===== config.mk =====
export PLATFORM = sky130hd
export DESIGN_NAME = pst_timing
export DESIGN_NICKNAME = d
export VERILOG_FILES = /design/src/rtl/pst_pkg.sv /design/src/rtl/pst_edge_gen.sv /design/src/rtl/pst_timing.sv
export VERILOG_INCLUDE_DIRS = /design/src /design/src/rtl
export SDC_FILE = /design/constraint.sdc
export NUM_CORES = 1
export LEC_CHECK = 0
export BUFFER_PORTS_ARGS = -buffer_cell sky130_fd_sc_hd__clkbuf_2
export CORE_ASPECT_RATIO = 1.4
export CORE_UTILIZATION = 60
export CTS_CLUSTER_SIZE = 25
export DETAILED_ROUTE_END_ITERATION = 8
export GPL_TIMING_DRIVEN = 0
export PLACE_DENSITY = 0.82
export SYNTH_ARGS = -nofsm -noshare
export SYNTH_HDL_FRONTEND = slang
export SYNTH_SLANG_ARGS = --single-unit

===== constraint.sdc =====
create_clock -name clock -period 4.44 [get_ports clock]
set_input_delay 0.666 -clock clock [delete_from_list [all_inputs] [get_ports clock]]
set_output_delay 0.666 -clock clock [all_outputs]
set_load 0.02 [all_outputs]

===== src/rtl/pst_consts.svh =====
// Purpose: Named constants of the pixel sampling timing configuration block
// Assumes: Included by its bare name from every design file that needs it
// Notes:   Types live in pst_pkg; this file holds offsets, fields, resets, timing
//
// Overview of operation
// - Restore pulse rise position is the 6-bit index in bits 5:0, 0..63.
// - Restore pulse fall position is a second 6-bit index in bits 5:0, 0..63.
// - Restore pulse indices act only in correlated double sampling mode.
// - Acquire pulse rise position is a 6-bit index in bits 5:0, 0..63.
// - Acquire pulse fall position is a 6-bit index in bits 5:0, 0..63.
// - Clock band field bits 6:4 picks the input pixel clock frequency band.
// - Loop range field bits 1:0 picks the delay-locked loop frequency band.
// - Writing one to loop config bit 0 resets the loop; bit self-clears.
// - Mode register bit 7 high selects sample-and-hold, low correlated double sampling.
// - Read-only status bit 0 reports a half-frequency false lock.
`ifndef PST_CONSTS_SVH
`define PST_CONSTS_SVH

// ----------------------------------------------------------------------------
// Register offsets
// ----------------------------------------------------------------------------
`define PST_ADDR_W 6
`define PST_OFS_SH_MODE 6'h06
`define PST_OFS_STATUS 6'h07
`define PST_OFS_RISE_R 6'h20
`define PST_OFS_FALL_R 6'h21
`define PST_OFS_RISE_A 6'h22
`define PST_OFS_FALL_A 6'h23
`define PST_OFS_BAND 6'h25
`define PST_OFS_LOOP_CFG 6'h28
`define PST_OFS_IRQ_STAT 6'h30
`define PST_OFS_IRQ_MASK 6'h31

// ----------------------------------------------------------------------------
// Reset values and writable-bit masks
// ----------------------------------------------------------------------------
`define PST_RST_SH_MODE 8'h81
`define PST_RST_RISE_R 8'h08
`define PST_RST_FALL_R 8'h1c
`define PST_RST_RISE_A 8'h28
`define PST_RST_FALL_A 8'h3c
`define PST_RST_BAND 8'h02
`define PST_RST_LOOP_CFG 8'h0f
`define PST_RST_IRQ 8'h00
`define PST_MASK_IDX 8'h3f
`define PST_MASK_SH_MODE 8'h87
`define PST_MASK_BAND 8'h73
`define PST_MASK_IRQ 8'h03

// ----------------------------------------------------------------------------
// Field positions
// ----------------------------------------------------------------------------
`define PST_IDX_MSB 5
`define PST_SH_BIT 7
`define PST_BAND_MSB 6
`define PST_BAND_LSB 4
`define PST_LOOP_MSB 1
`define PST_LOOP_LSB 0
`define PST_LOOP_RST_BIT 0
`define PST_FLOCK_BIT 0
`define PST_IRQ_LOCK_BIT 0
`define PST_IRQ_FLOCK_BIT 1

// ----------------------------------------------------------------------------
// Band codes
// ----------------------------------------------------------------------------
`define PST_BAND_25_40 3'h0
`define PST_BAND_14_25 3'h1
`define PST_BAND_10_14 3'h2
`define PST_BAND_7P5_10 3'h3
`define PST_BAND_6_7P5 3'h4
`define PST_BAND_5_6 3'h5
`define PST_LOOP_14_40 2'h2
`define PST_LOOP_7P5_14 2'h1
`define PST_LOOP_5_7P5 2'h0

// ----------------------------------------------------------------------------
// Timing
// ----------------------------------------------------------------------------
`define PST_CLK_NS 25
`define PST_LOOP_RST_NS 100
`define PST_LOCK_NS 1000
`define PST_LOOP_RST_CYC ((`PST_LOOP_RST_NS + `PST_CLK_NS - 1) / `PST_CLK_NS)
`define PST_LOCK_CYC (`PST_LOCK_NS / `PST_CLK_NS)
`define PST_CNT_W 6

`endif


===== src/rtl/pst_pkg.sv =====
// Purpose: Types shared by the pixel sampling timing configuration block
// Assumes: Constants come from pst_consts.svh
// Notes:   Bus request and pulse pair travel as packed structs
`default_nettype none
`include "pst_consts.svh"

package pst_pkg;

  // ----------------------------------------------------------------------------
  // Carriers
  // ----------------------------------------------------------------------------
  typedef struct packed {
    logic [`PST_ADDR_W-1:0] addr;
    logic [7:0] wdata;
    logic wr;
    logic rd;
  } pst_bus_s;

  typedef struct packed {
    logic restore;
    logic acquire;
  } pst_pulses_s;

  // ----------------------------------------------------------------------------
  // Loop model states
  // ----------------------------------------------------------------------------
  typedef enum logic [1:0] {
    PST_LOOP_RESET,
    PST_LOOP_ACQUIRE,
    PST_LOOP_LOCKED,
    PST_LOOP_FALSE
  } pst_loop_e;

endpackage

`default_nettype wire


===== src/rtl/pst_edge_gen.sv =====
// Purpose: One timing pulse placed by a rise and a fall phase index
// Assumes: Phase counts 0..63 across one pixel period
// Notes:   Equal indices give no pulse; rise above fall wraps the period
`default_nettype none
`include "pst_consts.svh"

module pst_edge_gen (
  // Clock and reset
  input wire logic clock,
  input wire logic rst,
  // Placement
  input wire logic enable,
  input wire logic [`PST_IDX_MSB:0] phase,
  input wire logic [`PST_IDX_MSB:0] rise,
  input wire logic [`PST_IDX_MSB:0] fall,
  // Pulse
  output logic pulse
);

  logic next_pulse;

  // Set on the rise phase, clear on the fall phase, fall wins a tie
  // Edges only ever land on their own phase, even when an index is rewritten
  // or the pulse is enabled mid-period; disable drops the pulse at once
  always_comb begin
    next_pulse = 1'b0;
    if (enable) begin
      if (phase == fall) begin
        next_pulse = 1'b0;
      end else if (phase == rise) begin
        next_pulse = 1'b1;
      end else begin
        next_pulse = pulse;
      end
    end
  end

  // Pulse register
  always_ff @(posedge clock or posedge rst) begin
    if (rst) begin
      pulse <= 1'b0;
    end else begin
      pulse <= next_pulse;
    end
  end

endmodule

`default_nettype wire


===== src/rtl/pst_timing.sv =====
// Purpose: Timing configuration registers, loop model and sampling pulses
// Assumes: Register port is synchronous to clock; read data one cycle later
// Notes:   Pixel period is 64 phase steps of the local clock once locked
`default_nettype none
`include "pst_consts.svh"

module pst_timing (
  // Clock and reset
  input wire logic clock,
  input wire logic rst,
  // Register port
  input wire pst_pkg::pst_bus_s bus,
  output logic [7:0] rd_data,
  // Sampling pulses
  output pst_pkg::pst_pulses_s pulses,
  // Configuration seen by the analog path
  output logic [2:0] clock_band,
  output logic [1:0] loop_band,
  output logic sample_hold,
  output logic loop_reset,
  // Loop state
  output logic loop_locked,
  output logic false_lock,
  // Interrupt
  output logic irq
);

  import pst_pkg::*;

  // ----------------------------------------------------------------------------
  // Register file
  // ----------------------------------------------------------------------------
  logic [7:0] sh_mode, rise_r, fall_r, rise_a, fall_a, band, loop_cfg;
  logic [7:0] next_sh_mode, next_rise_r, next_fall_r, next_rise_a, next_fall_a;
  logic [7:0] next_band, next_loop_cfg;
  logic rst_done;

  // Register writes; loop reset bit clears itself at end of reset
  always_comb begin
    next_sh_mode = sh_mode;
    next_rise_r = rise_r;
    next_fall_r = fall_r;
    next_rise_a = rise_a;
    next_fall_a = fall_a;
    next_band = band;
    next_loop_cfg = loop_cfg;
    if (rst_done) begin
      next_loop_cfg[`PST_LOOP_RST_BIT] = 1'b0;
    end
    if (bus.wr) begin
      case (bus.addr)
        `PST_OFS_SH_MODE: next_sh_mode = bus.wdata & `PST_MASK_SH_MODE;
        `PST_OFS_RISE_R: next_rise_r = bus.wdata & `PST_MASK_IDX;
        `PST_OFS_FALL_R: next_fall_r = bus.wdata & `PST_MASK_IDX;
        `PST_OFS_RISE_A: next_rise_a = bus.wdata & `PST_MASK_IDX;
        `PST_OFS_FALL_A: next_fall_a = bus.wdata & `PST_MASK_IDX;
        `PST_OFS_BAND: next_band = bus.wdata & `PST_MASK_BAND;
        `PST_OFS_LOOP_CFG: next_loop_cfg = bus.wdata;
        default: next_band = band;
      endcase
    end
  end

  // Register state
  always_ff @(posedge clock or posedge rst) begin
    if (rst) begin
      sh_mode <= `PST_RST_SH_MODE;
      rise_r <= `PST_RST_RISE_R;
      fall_r <= `PST_RST_FALL_R;
      rise_a <= `PST_RST_RISE_A;
      fall_a <= `PST_RST_FALL_A;
      band <= `PST_RST_BAND;
      loop_cfg <= `PST_RST_LOOP_CFG;
    end else begin
      sh_mode <= next_sh_mode;
      rise_r <= next_rise_r;
      fall_r <= next_fall_r;
      rise_a <= next_rise_a;
      fall_a <= next_fall_a;
      band <= next_band;
      loop_cfg <= next_loop_cfg;
    end
  end

  // Configuration outputs straight from the registers
  assign clock_band = band[`PST_BAND_MSB:`PST_BAND_LSB];
  assign loop_band = band[`PST_LOOP_MSB:`PST_LOOP_LSB];
  assign sample_hold = sh_mode[`PST_SH_BIT];
  assign loop_reset = loop_cfg[`PST_LOOP_RST_BIT];

  // ----------------------------------------------------------------------------
  // Loop model
  // ----------------------------------------------------------------------------
  pst_loop_e loop_state, next_loop_state;
  logic [`PST_CNT_W-1:0] loop_cnt, next_loop_cnt;
  logic next_loop_locked, next_false_lock;
  logic band_match, lock_done;

  // Loop range must cover the chosen clock band, else lock is false
  always_comb begin
    case (band[`PST_BAND_MSB:`PST_BAND_LSB])
      `PST_BAND_25_40, `PST_BAND_14_25:
        band_match = band[`PST_LOOP_MSB:`PST_LOOP_LSB] == `PST_LOOP_14_40;
      `PST_BAND_10_14, `PST_BAND_7P5_10:
        band_match = band[`PST_LOOP_MSB:`PST_LOOP_LSB] == `PST_LOOP_7P5_14;
      `PST_BAND_6_7P5, `PST_BAND_5_6:
        band_match = band[`PST_LOOP_MSB:`PST_LOOP_LSB] == `PST_LOOP_5_7P5;
      default: band_match = 1'b0;
    endcase
  end

  assign rst_done = (loop_state == PST_LOOP_RESET) &&
                    (loop_cnt == `PST_CNT_W'(`PST_LOOP_RST_CYC - 1));
  assign lock_done = (loop_state == PST_LOOP_ACQUIRE) &&
                     (loop_cnt == `PST_CNT_W'(`PST_LOCK_CYC - 1));

  // Reset, acquire, then settle true or false; reset bit restarts it
  always_comb begin
    next_loop_state = loop_state;
    next_loop_cnt = loop_cnt + `PST_CNT_W'(1);
    case (loop_state)
      PST_LOOP_RESET: begin
        if (rst_done) begin
          next_loop_state = PST_LOOP_ACQUIRE;
          next_loop_cnt = '0;
        end
      end
      PST_LOOP_ACQUIRE: begin
        if (lock_done) begin
          next_loop_state = band_match ? PST_LOOP_LOCKED : PST_LOOP_FALSE;
          next_loop_cnt = '0;
        end
      end
      PST_LOOP_LOCKED, PST_LOOP_FALSE: next_loop_cnt = '0;
      default: next_loop_state = PST_LOOP_RESET;
    endcase
    if (loop_cfg[`PST_LOOP_RST_BIT] && loop_state != PST_LOOP_RESET) begin
      next_loop_state = PST_LOOP_RESET;
      next_loop_cnt = '0;
    end
    next_loop_locked = next_loop_state == PST_LOOP_LOCKED;
    next_false_lock = next_loop_state == PST_LOOP_FALSE;
  end

  // Loop state registers
  always_ff @(posedge clock or posedge rst) begin
    if (rst) begin
      loop_state <= PST_LOOP_RESET;
      loop_cnt <= '0;
      loop_locked <= 1'b0;
      false_lock <= 1'b0;
    end else begin
      loop_state <= next_loop_state;
      loop_cnt <= next_loop_cnt;
      loop_locked <= next_loop_locked;
      false_lock <= next_false_lock;
    end
  end

  // ----------------------------------------------------------------------------
  // Phase counter and pulse generators
  // ----------------------------------------------------------------------------
  logic [`PST_IDX_MSB:0] phase, next_phase;
  logic restore_en;

  // Phase steps one sixty-fourth of the period, from zero at lock
  always_comb begin
    next_phase = loop_locked ? phase + 6'h01 : 6'h00;
  end

  always_ff @(posedge clock or posedge rst) begin
    if (rst) begin
      phase <= 6'h00;
    end else begin
      phase <= next_phase;
    end
  end

  // Restore pulse silenced in sample-and-hold mode
  assign restore_en = loop_locked && !sh_mode[`PST_SH_BIT];

  pst_edge_gen u_restore (
    .clock(clock),
    .rst(rst),
    .enable(restore_en),
    .phase(phase),
    .rise(rise_r[`PST_IDX_MSB:0]),
    .fall(fall_r[`PST_IDX_MSB:0]),
    .pulse(pulses.restore)
  );

  pst_edge_gen u_acquire (
    .clock(clock),
    .rst(rst),
    .enable(loop_locked),
    .phase(phase),
    .rise(rise_a[`PST_IDX_MSB:0]),
    .fall(fall_a[`PST_IDX_MSB:0]),
    .pulse(pulses.acquire)
  );

  // ----------------------------------------------------------------------------
  // Interrupts
  // ----------------------------------------------------------------------------
  logic [7:0] irq_stat, irq_mask, next_irq_stat, next_irq_mask, irq_set;
  logic next_irq;

  // Sticky events, write one to clear, set wins over clear
  always_comb begin
    irq_set = 8'h00;
    irq_set[`PST_IRQ_LOCK_BIT] = next_loop_locked && !loop_locked;
    irq_set[`PST_IRQ_FLOCK_BIT] = next_false_lock && !false_lock;
    next_irq_stat = irq_stat;
    next_irq_mask = irq_mask;
    if (bus.wr && bus.addr == `PST_OFS_IRQ_STAT) begin
      next_irq_stat = irq_stat & ~bus.wdata;
    end
    if (bus.wr && bus.addr == `PST_OFS_IRQ_MASK) begin
      next_irq_mask = bus.wdata & `PST_MASK_IRQ;
    end
    next_irq_stat = next_irq_stat | irq_set;
    next_irq = |(irq_stat & irq_mask);
  end

  always_ff @(posedge clock or posedge rst) begin
    if (rst) begin
      irq_stat <= `PST_RST_IRQ;
      irq_mask <= `PST_RST_IRQ;
      irq <= 1'b0;
    end else begin
      irq_stat <= next_irq_stat;
      irq_mask <= next_irq_mask;
      irq <= next_irq;
    end
  end

  // ----------------------------------------------------------------------------
  // Read path
  // ----------------------------------------------------------------------------
  logic [7:0] next_rd_data;

  // Read mux; unmapped offsets and idle cycles give zero
  always_comb begin
    next_rd_data = 8'h00;
    if (bus.rd) begin
      case (bus.addr)
        `PST_OFS_SH_MODE: next_rd_data = sh_mode;
        `PST_OFS_STATUS: next_rd_data[`PST_FLOCK_BIT] = false_lock;
        `PST_OFS_RISE_R: next_rd_data = rise_r;
        `PST_OFS_FALL_R: next_rd_data = fall_r;
        `PST_OFS_RISE_A: next_rd_data = rise_a;
        `PST_OFS_FALL_A: next_rd_data = fall_a;
        `PST_OFS_BAND: next_rd_data = band;
        `PST_OFS_LOOP_CFG: next_rd_data = loop_cfg;
        `PST_OFS_IRQ_STAT: next_rd_data = irq_stat;
        `PST_OFS_IRQ_MASK: next_rd_data = irq_mask;
        default: next_rd_data = 8'h00;
      endcase
    end
  end

  always_ff @(posedge clock or posedge rst) begin
    if (rst) begin
      rd_data <= 8'h00;
    end else begin
      rd_data <= next_rd_data;
    end
  end

  // ----------------------------------------------------------------------------
  // Checks
  // ----------------------------------------------------------------------------
  localparam int RST_LIMIT = `PST_LOOP_RST_CYC + 2;
endmodule

`default_nettype wire

# Yosys cells after proc, flatten, opt, wreduce, memory -nomap -nowiden
# Index checks and enable logic that the tools add are counted.
[totals]
reg_bits = 78
inputBits = 18
out_inout_bits = 20
wordCells = 106
[classes]
n_addsub = 2
eq_ne = 30
n_mux = 24
bitwise = 4
reduce_logical = 27
[ops]
columns = ["cell", "n"]
rows = [
  ["7-bit one-hot mux with 9 select lines", 1],
  ["6-bit == test (second input constant)", 9],
  ["6-bit == test", 4],
  ["6-bit 2-to-1 mux", 4],
  ["6-bit one-hot mux with 3 select lines", 1],
  ["8-bit 2-to-1 mux", 2],
  ["2-bit AND reduction", 7],
  ["6-bit by 1-bit adder with 6-bit output (second input constant)", 2],
  ["6-bit by 3-bit == test with 1-bit output (second input constant)", 2],
  ["2-bit == test (second input constant)", 5],
  ["1-bit 2-to-1 mux", 10],
  ["1-bit one-hot mux with 10 select lines", 1],
  ["8-bit by 2-bit bitwise AND with 8-bit output", 1],
  ["8-bit bitwise AND", 1],
  ["1-bit logical AND", 8],
  ["8-bit NOT", 1],
  ["8-bit by 2-bit OR with 8-bit output", 1],
  ["2-bit OR reduction", 4],
  ["8-bit OR reduction", 1],
  ["3-bit by 2-bit == test with 1-bit output (second input constant)", 2],
  ["3-bit == test (second input constant)", 2],
  ["6-bit by 2-bit == test with 1-bit output (second input constant)", 1],
  ["2-bit 2-to-1 mux", 3],
  ["3-bit by 1-bit != test with 1-bit output (second input constant)", 2],
  ["8 further kinds", 12],
]

# Logic depth before layout (Yosys ltp)
[logic_depth]
word_depth = 10
mapped_depth = 7
mapped_depth_nobuf = 6

# Cells and area by module
# Synthesis repeated with hierarchy kept, for this count alone.
[unflattened]
cells_unflattened = 326
area_unflattened_um2 = 3936.3
[modules_own_cells]
columns = ["module", "n_inst", "cells_per_inst", "area_each_um2", "seq_area_each_um2"]
rows = [
  ["pst_timing", 1, 288, 3608.5, 1923.1],
  ["pst_edge_gen", 2, 19, 163.9, 25.0],
]

# Worst setup path before layout
# No wires, ideal clock.
[synth_path]
path_type = "input to register"
startpoint = "input port bus[11] in the netlist's numbering"
endpoint = "register sh_mode[1]"
setup_time_ns = 0.125
arrival_ns = 2.103
t_required_ns = 4.315
slack_ns = 2.212
cell_stages = 6
path_buffers = 1
path_cell_list = "buf_4 -> inv_1 -> or4_4 -> nor3_4 -> and2_4 -> mux2_2"
[synth_between]
elab_chain_cells = 2
[synth_lines]
columns = ["item", "line", "source"]
rows = [
  ["start, declared", "pst_timing.sv:12", "input wire pst_pkg::pst_bus_s bus,"],
  ["6-bit by 3-bit == test with 1-bit output", "pst_timing.sv:51", "case (bus.addr)"],
  ["2-bit AND reduction (no source line)", "-", ""],
  ["end signal, assigned", "pst_timing.sv:67", "sh_mode <= `PST_RST_SH_MODE;"],
  ["end signal, assigned", "pst_timing.sv:75", "sh_mode <= next_sh_mode;"],
  ["end, declared", "pst_timing.sv:33", "logic [7:0] sh_mode, rise_r, fall_r, rise_a, fall_a, band, loop_cfg;"],
]
# Every way passes these cells.
# A chain may end at the register's enable or synchronous reset.

# Worst setup path after layout
[layout_path]
startpoint = "input port bus[10] in the netlist's numbering"
endpoint = "register rd_data[1]"
[layout_between]
elab_chain_cells = 3
[layout_lines]
columns = ["item", "line", "source"]
rows = [
  ["6-bit == test or 6-bit by 3-bit == test with 1-bit output (tied branches)", "pst_timing.sv:246", "case (bus.addr)"],
  ["7-bit one-hot mux with 9 select lines *", "pst_timing.sv:246", ""],
  ["8-bit 2-to-1 mux *", "pst_timing.sv:245", "if (bus.rd) begin"],
  ["via next_rd_data[1]", "pst_timing.sv:240", "logic [7:0] next_rd_data;"],
  ["end signal, assigned", "pst_timing.sv:266", "rd_data <= next_rd_data;"],
  ["end, declared", "pst_timing.sv:13", "output logic [7:0] rd_data,"],
]
# Mark *: on every way through the listed nets, which the timed path passes. The rest lies on a longest branch.

==> impl_metrics.json <==
{
  "outcome": "finished, final reports clean",
  "post-route-min-period_ns": 2.19,
  "design_area_sq_um": 4290,
  "crit_required_ns": 4.61,
  "grt_pass1_wl_mm": 13.5,
  "mostFrequentLayoutCells": "dfrtp_1 (61), mux2_2 (40), clkbuf_2 (34)",
  "die_w_um": 69.4,
  "worstPathMaxFanout": 8,
  "ys.flop_type": "dfrtp_1",
  "grt.total_usage_pct": 26.9,
  "cts_buffers": 9,
  "cts.clk_slew.worst_paths_ns": 0.08,
  "pwr_density_cell_nw_per_um2": 399,
  "cts_max_level": 3,
  "r2r_end": "loop_cnt[2]$_DFF_PP0_",
  "muxShareOfSynthArea_pct": 15.6,
  "r2r-start": "loop_cnt[0]$_DFF_PP0_",
  "dp_cells": 434,
  "cts-resized-gates": 0,
  "die_area_sq_um": 6690,
  "worstHoldPathType": "in -> async",
  "synth_fp_nets": 347,
  "gp_congestion": 0.827,
  "initial_utilization_pct": 61.9,
  "cts_buffer_depth": 2,
  "power.leakage_nw": 1.98,
  "die_y_um": 96.4,
  "start_kind": "primary input",
  "diodes": 0,
  "viasPerCell": 5.97,
  "vias": 2686,
  "synth_compound_area_share_pct": 8.91,
  "stdcell_count": 450,
  "synth-async-reset-ratio_pct": 100,
  "wl_per_cell_um": 18.4,
  "ys_ff_latch": 78,
  "worst-setup-path-type": "in -> reg",
  "worst-slew-pin-transition_ns": 1.17,
  "root_buffer": "clkbuf_8",
  "drt_iter0_drc": 102,
  "synth_seq_area_share_pct": 51.7,
  "synthXorXnorAreaFrac_pct": 7.34,
  "grt_setup_unrepaired": "no",
  "hold_viol_final": 0,
  "synth_edf_count": 0,
  "reg2reg_slack_ns": 2.44,
  "skew_ns": 0.0127,
  "synth_cell_types": 49,
  "clk_latency_ns": 0.35,
  "rr_worst_depth": 6,
  "dr.pass1.iters": 4,
  "layout-drive-gt1-share_pct": 33.1,
  "ir_worst_vdd_mv": 0.266,
  "io_buffers": 34,
  "timing.slew.headroom_pct": 21.5,
  "crit_path_end_kind": "flop",
  "cts.sink_count": 78,
  "syn_area_sq_um": 3820,
  "setup_viol": 0,
  "place_area_sq_um": 4110,
  "coreArea_sq_um": 6170,
  "grt_overflow_total": 0,
  "rows": 34,
  "grt_pass1_vias": 2750,
  "pre_cts_slack_ns": 1.91,
  "yosysWarningCount": 0,
  "synth_top_family_by_area": "multiplexers",
  "netlist_instances": 327,
  "grt_max_degree": 66,
  "drc_errors": 0,
  "cts_tree": "built",
  "wl_mm": 8.30,
  "yosys.area_share.simple_pct": 13.2,
  "postCtsSetupRepairBufs": 0,
  "synth-adder-area-share_pct": 0.655,
  "fmax_ghz": 0.456,
  "post-route-period-util_pct": 49.4,
  "final_common_cell": "dfrtp_1",
  "avgSynthCellArea_sq_um": 11.7,
  "dp.final_hpwl_mm": 5.96,
  "nets": 393,
  "syn_to_final_growth_pct": 12.5,
  "crit_arrival_ns": 2.36,
  "hold_buffers": 0,
  "antenna_found_initial": 0,
  "maxCapViolations": 0,
  "ant_nets": 0,
  "setup_ws_ns": 2.25,
  "io_pins": 38,
  "fin_setup_tns_ns": 0,
  "final-max-slew-violation-count": 0
}
flip-flops by register name, summed over array words and instances (netlist names), 4 cells and up:
name / flops
band: 5
fall_a: 6
fall_r: 6
irq_stat: 8
loop_cfg: 8
loop_cnt: 6
phase: 6
rd_data: 8
rise_a: 6
rise_r: 6
sh_mode: 4
worst max-delay path by stage:
stage,startpoint,endpoint,slack [ns],depth (start not counted)
floorplan,rst,band[0]$_DFFE_PP0P_,1.81,1
global placement,rst,irq$_DFF_PP0_,1.04,2
detailed placement,bus[10],rd_data[7]$_DFF_PP0_,1.91,6
CTS,bus[14],fall_r[1]$_DFFE_PP0P_,2.27,6
global route,bus[14],fall_r[5]$_DFFE_PP0P_,2.05,6
finish,bus[10],rd_data[1]$_DFF_PP0_,2.25,6
routing by layer:
metal  track usage [%]  up-vias  wire, um
met5                 0        -         0
met3              4.98       20       373
li1                  -     1246         -
met4              12.9        0       234
met1              31.1     1340      3330
met2              48.4       80      4360
logic make-up after synthesis:
group / count (synthesis)
mux: 52
flops: 78
fa+ha+maj: 2
compound gates: 48
xor+xnor: 32
simple gates: 92
buf+inv: 23
synth_stat cells (2+ instances only):
master / number / share of area (%)
dfrtp_1: 61 / 40
mux2_2: 40 / 12
nor2_1: 22 / 2.2
nand2_1: 21 / 2.1
dfstp_2: 17 / 12
xnor2_1: 17 / 3.9
xor2_1: 15 / 3.4
mux2i_1: 10 / 2.6
a21oi_1: 9 / 1.2
clkbuf_1: 9 / 0.88
a21boi_0: 7 / 1.4
inv_1: 7 / 0.69
a31oi_1: 6 / 0.98
and2_1: 6 / 0.98
nor2b_1: 6 / 0.98
nor3_1: 6 / 0.79
nand3_1: 5 / 0.66
o21ai_0: 5 / 0.66
a22oi_1: 4 / 0.79
nor4b_1: 4 / 0.92
o31ai_1: 4 / 0.79
a222oi_1: 3 / 0.79
buf_2: 3 / 0.39
buf_4: 3 / 0.59
nand2b_1: 3 / 0.49
nand4_1: 3 / 0.49
or2_2: 3 / 0.49
a22o_1: 2 / 0.46
and3_1: 2 / 0.33
and4_1: 2 / 0.46
ha_1: 2 / 0.66
mux4_2: 2 / 1.2
nor4_1: 2 / 0.33
worst max-delay path: stages:
cell and delay, ns:
buf_2 0.23, mux2i_1 0.12, a21oi_1 0.21, nor2_1 0.06
o31ai_1 0.96, a21oi_1 0.12
cell type report:
type,count,area [sq um]
inverters,7,28.8
clock inverters,4,50.0
well taps,72,90.1
plain buffers,16,75.1
clock buffers,12,135
repair buffers,35,198
fillers,441,1870
flip-flops and latches,78,1970
multi-input cells,226,1740
power by group:
part           internal, mW  total (mW)  switching [mW]
sequential            0.813       0.896          0.0822
combinational         0.148       0.309           0.161
clock                 0.259       0.510           0.250
metrics by stage:
stage / util (%) / power [mW] / hold WS [ns]
6_report: 69.6 / 1.71 / 0.209
5_1_grt: 69.6 / 1.80 / 0.222
4_1_cts: 69.6 / 1.73 / 0.199
3_5_place_dp: 66.6 / 1.22 / 0.460
3_3_place_gp: 66.1 / 1.20 / 0.445
2_1_floorplan: - / 1.12 / 0.433
Power figures use the tool's default switching activity.
